==> src/hw/host_sts_pkg.sv <==
// Purpose: Shared constants and carriers for the host status / frame timer block
// Assumes: 16-bit register port, 200 MHz core clock
// Notes:   One instance serves one host engine; engine 1 owns the OTG bits
package host_sts_pkg;

  // ****************************************************
  // Register addresses
  // ****************************************************
  localparam logic [15:0] HOST1_EVENT_FLAGS_A      = 16'hc090;
  localparam logic [15:0] HOST1_FRAME_RELOAD_A     = 16'hc092;
  localparam logic [15:0] HOST1_FRAME_COUNTDOWN_A  = 16'hc094;
  localparam logic [15:0] HOST1_NEXT_FRAME_A       = 16'hc096;
  localparam logic [15:0] HOST1_EVENT_MASK_A       = 16'hc08c;
  localparam logic [15:0] HOST2_EVENT_FLAGS_A      = 16'hc0b0;
  localparam logic [15:0] HOST2_FRAME_RELOAD_A     = 16'hc0b2;
  localparam logic [15:0] HOST2_FRAME_COUNTDOWN_A  = 16'hc0b4;
  localparam logic [15:0] HOST2_NEXT_FRAME_A       = 16'hc0b6;
  localparam logic [15:0] HOST2_EVENT_MASK_A       = 16'hc0ac;

  // ****************************************************
  // Bit positions in flags and mask
  // ****************************************************
  localparam int BIT_SUPPLY  = 15;
  localparam int BIT_ID      = 14;
  localparam int BIT_FRAME   = 9;
  localparam int BIT_WAKE    = 6;
  localparam int BIT_CONN    = 4;
  localparam int BIT_SE0     = 2;
  localparam int BIT_DONE    = 0;

  // Writable bits of the mask and flag registers per engine
  localparam logic [15:0] EV_MASK_HOST1 = 16'hc251;
  localparam logic [15:0] EV_MASK_HOST2 = 16'h0251;

  // ****************************************************
  // Frame timer
  // ****************************************************
  localparam int          FRAME_W       = 14;
  localparam logic [13:0] RELOAD_RST    = 14'h2ee0;
  localparam int          FRAME_NUM_W   = 11;
  localparam int          CLK_HZ        = 200_000_000;
  localparam int          TICK_HZ       = 12_000_000;
  // 200/12 is not whole: use a fractional accumulator, step 3 of 50
  localparam int          ACC_STEP      = TICK_HZ / 4_000_000;
  localparam int          ACC_MOD       = CLK_HZ / 4_000_000;
  localparam int          ACC_W         = 6;

  // Register port request
  typedef struct packed {
    logic        rd;
    logic        wr;
    logic [15:0] addr;
    logic [15:0] wdata;
  } reg_req_s;

  // Bus-side event strobes
  typedef struct packed {
    logic done;
    logic wake;
    logic sof_sent;
  } bus_evt_s;

endpackage

==> src/hw/usb_host_status_frame_timer.sv <==
// Purpose: Host event flags, interrupt enables and frame timer for one host engine
// Assumes: Synchronous inputs; register port gives one-cycle rd/wr strobes
// Notes:   Read data is registered, valid one cycle after the rd strobe
`timescale 1ns/1ps

module usb_host_status_frame_timer #(
  parameter bit          HOST1       = 1'b1,                    // Engine 1 has the OTG port
  parameter logic [13:0] FIRST_COUNT = host_sts_pkg::RELOAD_RST // Counter start out of reset
) (
  // Clock and reset
  input  wire logic                  mclk_i,
  input  wire logic                  srst_i,
  // Register port
  input  wire host_sts_pkg::reg_req_s req_i,
  output logic [15:0]                rdata_o,
  output logic                       rvalid_o,
  // Bus side
  input  wire host_sts_pkg::bus_evt_s evt_i,
  input  wire logic                  line_se0_i,
  input  wire logic                  supply_valid_i,
  input  wire logic                  otg_id_i,
  // Processor side
  output logic                       irq_o,
  output logic                       frame_expired_o
);
  import host_sts_pkg::*;

  // ****************************************************
  // Decode
  // ****************************************************
  localparam logic [15:0] EV_MASK = HOST1 ? EV_MASK_HOST1 : EV_MASK_HOST2;
  localparam logic [15:0] A_FLAGS = HOST1 ? HOST1_EVENT_FLAGS_A : HOST2_EVENT_FLAGS_A;
  localparam logic [15:0] A_RELD  = HOST1 ? HOST1_FRAME_RELOAD_A : HOST2_FRAME_RELOAD_A;
  localparam logic [15:0] A_CNT   = HOST1 ? HOST1_FRAME_COUNTDOWN_A : HOST2_FRAME_COUNTDOWN_A;
  localparam logic [15:0] A_FNUM  = HOST1 ? HOST1_NEXT_FRAME_A : HOST2_NEXT_FRAME_A;
  localparam logic [15:0] A_MASK  = HOST1 ? HOST1_EVENT_MASK_A : HOST2_EVENT_MASK_A;

  // Write strobe for one address
  function automatic logic wr_hit(input reg_req_s r, input logic [15:0] a);
    return r.wr && (r.addr == a);
  endfunction

  logic                   wr_flags;     // Clear write to flags
  logic                   wr_reld;      // Reload write
  logic                   wr_mask;      // Enable write
  assign wr_flags = wr_hit(req_i, A_FLAGS);
  assign wr_reld  = wr_hit(req_i, A_RELD);
  assign wr_mask  = wr_hit(req_i, A_MASK);

  // ****************************************************
  // Registers
  // ****************************************************
  logic [15:0]            flags_q;      // Sticky event flags
  logic [15:0]            flags_d;
  logic [15:0]            mask_q;       // Interrupt enables
  logic [FRAME_W-1:0]     reload_q;     // Programmed frame length
  logic [FRAME_W-1:0]     count_q;      // Live down counter
  logic [FRAME_NUM_W-1:0] fnum_q;       // Next frame number
  logic [ACC_W-1:0]       acc_q;        // Fractional tick accumulator
  logic                   tick;         // 12 MHz enable
  logic                   expire;       // Counter already at zero on a tick
  logic                   se0_q;        // Previous SE0 level
  logic                   sup_q;        // Previous supply level
  logic                   id_q;         // Previous ID level
  logic [15:0]            set_vec;      // Event set vector

  // ****************************************************
  // Timebase
  // ****************************************************
  // Fractional divider keeps the long-run average exactly 12 MHz
  always_ff @(posedge mclk_i) begin
    if (srst_i) begin
      acc_q <= '0;
    end else if (acc_q + ACC_W'(ACC_STEP) >= ACC_W'(ACC_MOD)) begin
      acc_q <= acc_q + ACC_W'(ACC_STEP) - ACC_W'(ACC_MOD);
    end else begin
      acc_q <= acc_q + ACC_W'(ACC_STEP);
    end
  end
  assign tick   = (acc_q + ACC_W'(ACC_STEP) >= ACC_W'(ACC_MOD));
  assign expire = tick && (count_q == '0);

  // ****************************************************
  // Frame counter and reload
  // ****************************************************
  // Reload register, software owned
  always_ff @(posedge mclk_i) begin
    if (srst_i) begin
      reload_q <= RELOAD_RST;
    end else if (wr_reld) begin
      reload_q <= req_i.wdata[FRAME_W-1:0];
    end
  end

  // Down counter, refilled from reload at zero
  always_ff @(posedge mclk_i) begin
    if (srst_i) begin
      count_q <= FIRST_COUNT;
    end else if (expire) begin
      count_q <= reload_q;
    end else if (tick) begin
      count_q <= count_q - 1'b1;
    end
  end

  // Next frame number
  always_ff @(posedge mclk_i) begin
    if (srst_i) begin
      fnum_q <= '0;
    end else if (wr_reld) begin
      fnum_q <= '0;
    end else if (evt_i.sof_sent) begin
      fnum_q <= fnum_q + 1'b1;
    end
  end

  // ****************************************************
  // Event detection
  // ****************************************************
  // Previous levels for edge detection
  always_ff @(posedge mclk_i) begin
    if (srst_i) begin
      se0_q <= 1'b0;
      sup_q <= 1'b0;
      id_q  <= 1'b0;
    end else begin
      se0_q <= line_se0_i;
      sup_q <= supply_valid_i;
      id_q  <= otg_id_i;
    end
  end

  // Inputs high at reset release read as edges against the zero reset values
  always_comb begin
    set_vec            = '0;
    set_vec[BIT_SUPPLY] = sup_q != supply_valid_i;
    set_vec[BIT_ID]    = id_q != otg_id_i;
    set_vec[BIT_FRAME] = expire;
    set_vec[BIT_WAKE]  = evt_i.wake;
    set_vec[BIT_CONN]  = se0_q != line_se0_i;
    set_vec[BIT_DONE]  = evt_i.done;
    set_vec            = set_vec & EV_MASK;
  end

  // Set wins over a same-cycle clear
  always_comb begin
    flags_d = flags_q;
    if (wr_flags) begin
      flags_d = flags_q & ~req_i.wdata;
    end
    flags_d = (flags_d | set_vec) & EV_MASK;
  end

  // Sticky flags
  always_ff @(posedge mclk_i) begin
    if (srst_i) begin
      flags_q <= '0;
    end else begin
      flags_q <= flags_d;
    end
  end

  // Enable register; reserved bits held at zero
  always_ff @(posedge mclk_i) begin
    if (srst_i) begin
      mask_q <= '0;
    end else if (wr_mask) begin
      mask_q <= req_i.wdata & EV_MASK;
    end
  end

  // ****************************************************
  // Outputs
  // ****************************************************
  // Interrupt request from flag and enable
  always_ff @(posedge mclk_i) begin
    if (srst_i) begin
      irq_o <= 1'b0;
    end else begin
      irq_o <= |(flags_d & mask_q);
    end
  end

  // Frame timer pulse for the transaction sequencer
  always_ff @(posedge mclk_i) begin
    if (srst_i) begin
      frame_expired_o <= 1'b0;
    end else begin
      frame_expired_o <= expire;
    end
  end

  // Registered read port; unmapped reads give zero
  always_ff @(posedge mclk_i) begin
    if (srst_i) begin
      rdata_o  <= '0;
      rvalid_o <= 1'b0;
    end else begin
      rvalid_o <= req_i.rd;
      rdata_o  <= '0;
      if (req_i.rd) begin
        case (req_i.addr)
          A_FLAGS: rdata_o <= flags_q | (16'(line_se0_i) << BIT_SE0);
          A_RELD:  rdata_o <= 16'(reload_q);
          A_CNT:   rdata_o <= 16'(count_q);
          A_FNUM:  rdata_o <= 16'(fnum_q);
          A_MASK:  rdata_o <= mask_q;
          default: rdata_o <= '0;
        endcase
      end
    end
  end
endmodule

==> config.mk <==
export PLATFORM = sky130hd
export DESIGN_NAME = usb_host_status_frame_timer
export DESIGN_NICKNAME = d
export VERILOG_FILES = /design/src/hw/host_sts_pkg.sv /design/src/hw/usb_host_status_frame_timer.sv
export SDC_FILE = /design/constraint.sdc
export NUM_CORES = 1
export LEC_CHECK = 0
export BUFFER_PORTS_ARGS = -buffer_cell sky130_fd_sc_hd__buf_2
export CORE_MARGIN = 2
export CORE_UTILIZATION = 45
export CTS_CLUSTER_SIZE = 28
export DETAILED_ROUTE_END_ITERATION = 12
export HOLD_SLACK_MARGIN = 0.12
export PLACE_DENSITY = 0.68
export SYNTH_ARGS = -nofsm -noshare
export SYNTH_HDL_FRONTEND = slang
export SYNTH_SLANG_ARGS = --single-unit
==> constraint.sdc <==
create_clock -name mclk_i -period 4.1 [get_ports mclk_i]
set_input_delay 0 -clock mclk_i [delete_from_list [all_inputs] [get_ports mclk_i]]
set_output_delay 0 -clock mclk_i [all_outputs]
set_load 0.1 [all_outputs]
==> flow_metrics.tcl <==
set metrics [dict create \
    grt_pass1_wl_um 14900 \
    rsz0062_at_grt "false" \
    pwr-share-comb 0.087 \
    critPathTopFamily "simple AND/OR/NAND/NOR gates" \
    min_path_type "in2reg" \
    wl_per_cell_um 15.3 \
    p_sw_frac 0.247 \
    status "finished clean" \
    fmax_mhz 379 \
    criticalPathCategory "reg2reg" \
    cp-start-kind "flop" \
    place_congestion 0.804 \
    drv_slew 0 \
    cts_buffer_depth 2 \
    post_cts_resized 0 \
    ys_ff_latch 79 \
    reg2reg_depth 8 \
    grt_usage 0.217 \
    vias 3404 \
    intPower_mw 1.09 \
    power_density_nw_per_um2 331 \
    port_buffers 60 \
    p_leak_nw 1.62 \
    dr.pass1.iters 7 \
    final.period_utilization 0.644 \
    synthDistinctLibCells 60 \
    vdd_drop_max_mv 0.214 \
    critical_path.cell_chain "inv_1, ha_1, nand3b_1, xor2_1, nor2_1, and2_1, nand2_1, o311ai_0" \
    synth_nets 459 \
    regArea_um2 1580 \
    cts-htree-levels 3 \
    dpl.hpwl_um 6210 \
    grt_max_degree 42 \
    grt-ovfl-total 0 \
    maxCapViolations 0 \
    synthTopCellsByArea "dfxtp_1 (44%), nor2_1 (6.0%), mux2i_1 (4.8%)" \
    start_util 0.464 \
    clock_sinks 79 \
    cts_tree "built" \
    yosys_warnings 0 \
    yosys.area.top_type "dfxtp_1" \
    critPathArrivalTime_ns 2.88 \
    num_rows 32 \
    required_ns 4.34 \
    drt_wl_total_um 9130 \
    synth-seq-area-share 0.443 \
    synth_cells 412 \
    clkPwrFrac 0.361 \
    die_h_um 93.1 \
    setup_viol 0 \
    reg2reg_from "acc_q[0]$_SDFF_PP0_" \
    synth_edf_count 0 \
    power_switching_mw 0.357 \
    grt_pass1_vias 3117 \
    hold_viol_final 0 \
    n_antenna_cell 0 \
    dp_cells 557 \
    fp.dieW_um 93.1 \
    relSlewSlack 0.348 \
    skew_ns 0.00889 \
    r2r_end "count_q[10]$_SDFFE_PP1P_" \
    fin_util 0.569 \
    ys_async_sr_fraction 0 \
    worstHoldEndpoint "rdata_o[15]$_SDFF_PP0_" \
    synth_area_per_cell_um2 8.66 \
    antenna_found_initial 0 \
    max_stage_delay_ns 0.58 \
    dominantRegCellSynth "dfxtp_1" \
    vias_per_cell 5.69 \
    min_period_ns 2.64 \
    drc 0 \
    tightest_slew_ns 0.979 \
    multiInputGateArea_um2 1850 \
    io_pins 61 \
    min_path_cells 4 \
    path_max_fanout 16 \
    core_area_um2 7690 \
    tns_ns 0 \
    fillerInstances 709 \
    clockRootBuffer "clkbuf_8" \
    die-area_um2 8660 \
    cts_buffers 9 \
    clk_latency_ns 0.35 \
    min-delay-start "req_i[19]" \
    r2r_slack_ns 1.46 \
    seqPwrFrac 0.552 \
    drtIter0Drc 261 \
    crit_path_end_kind "flop" \
    synth_top_area_share 0.443 \
    path_buf_inv 1 \
    synth_area_um2 3570 \
    cts.clk_slew.worst_paths_ns 0.08 \
    layout-area-overhead-vs-synth_pct 22.5 \
    ant_nets 0 \
    post_route_cells_drive_above_1_share 0.181 \
    nNetsFinal 540 \
    cp_slowest_cell "and2_1" \
    stdcell_count 598 \
]
-- timing repair --
action,CTS,global route
setup buffers,0,0
hold endpoints to repair,35,0
hold buffers,27,0
-- area by class of cell --
cell class,count,share of cell area
clock buffer,11,0.0346
clock inverter,3,0.00458
inverter,11,0.00944
multi-input combinational,301,0.423
sequential,79,0.362
tap,102,0.0292
timing repair buffer,91,0.137
-- placed cells by master, fill, tap and decap left out, drive strengths merged, types with 4 or more instances in the layout --
cell type | Yosys | layout
dfxtp | 79 | 79
buf | 8 | 64
nor2 | 58 | 58
nand2 | 41 | 41
dlygate4sd3 | 0 | 27
a21oi | 25 | 25
o21ai | 19 | 19
mux2i | 17 | 17
xor2 | 14 | 14
nand3 | 14 | 14
inv | 11 | 11
clkbuf | 13 | 11
a222oi | 10 | 10
nand4 | 9 | 9
nor3 | 8 | 8
and3 | 6 | 6
nor4b | 5 | 5
a22oi | 5 | 5
ha | 5 | 5
or3 | 5 | 5
nor4 | 5 | 5
nor2b | 4 | 4
a21o | 4 | 4
a31oi | 4 | 4
-- worst min-delay path, stage by stage --
cell and delay [ns]:
buf_2 0.14, nor3_1 0.07, o21ai_1 0.19, nor2_1 0.06
-- power by group through the flow --
stage / Clock [mW] / Combinational [mW] / Sequential, mW
final: 0.522 / 0.127 / 0.798
after global routing: 0.565 / 0.140 / 0.800
after CTS: 0.529 / 0.127 / 0.797
after detailed placement: 0 / 0.107 / 0.815
after global placement: 0 / 0.103 / 0.814
after floorplan: 0 / 0.0618 / 0.815
-- state kept, by name, indices dropped and copies added, names as in the netlist --
signal / count
mask_q: 6
rdata_o: 16
rvalid_o: 1
sup_q: 1
irq_o: 1
frame_expired_o: 1
se0_q: 1
acc_q: 6
reload_q: 14
count_q: 14
flags_q: 6
id_q: 1
fnum_q: 11
-- cell usage after synthesis, drive strengths merged, types with 9 or more instances --
library cell	number
a222oi	10
inv	11
mux2i	17
nand4	9
xor2	14
nand2	41
o21ai	19
clkbuf	13
nand3	14
dfxtp	79
a21oi	25
nor2	58
-- worst max-delay path by stage --
stage	start	end	slack, ns	depth (start not counted)
2_1_floorplan	acc_q[0]$_SDFF_PP0_	count_q[10]$_SDFFE_PP1P_	2.00	9
3_3_place_gp	req_i[25]	rdata_o[9]$_SDFF_PP0_	1.53	7
3_5_place_dp	acc_q[0]$_SDFF_PP0_	count_q[10]$_SDFFE_PP1P_	1.50	8
4_1_cts	acc_q[0]$_SDFF_PP0_	count_q[10]$_SDFFE_PP1P_	1.49	8
5_1_grt	acc_q[0]$_SDFF_PP0_	count_q[10]$_SDFFE_PP1P_	1.19	8
6_report	acc_q[0]$_SDFF_PP0_	count_q[10]$_SDFFE_PP1P_	1.46	8
-- logic make-up (layout without fill, tap and decap cells) --
| kind of cell | after synthesis | in the layout | share of synthesized area |
|---|---|---|---|
| fa+ha+maj | 5 | 5 | 0.0175 |
| compound gates | 91 | 91 | 0.176 |
| mux | 18 | 18 | 0.0508 |
| flops | 79 | 79 | 0.443 |
| xor+xnor | 16 | 16 | 0.0393 |
| buf+inv | 32 | 116 | 0.0400 |
| simple gates | 171 | 171 | 0.234 |
-- routing by layer --
metal / global-route usage / share of wire / vias to the layer above
li1: - / - / 1657
met1: 0.283 / 0.45 / 1616
met2: 0.350 / 0.47 / 115
met3: 0.0379 / 0.065 / 16
met4: 0.0993 / 0.020 / 0
met5: 0 / 0 / -
-- metrics by stage --
stage	hold slack, ns	setup WS [ns]	total power, mW	instance area [um2]
2_1_floorplan	0.0819	2.00	0.876	3570
3_5_place_dp	0.222	1.50	0.923	3930
6_report	0.147	1.46	1.45	4370
4_1_cts	0.151	1.49	1.45	4370
3_3_place_gp	0.216	1.53	0.917	3930
5_1_grt	0.169	1.19	1.51	4370
(Power assumes the default switching activity.)
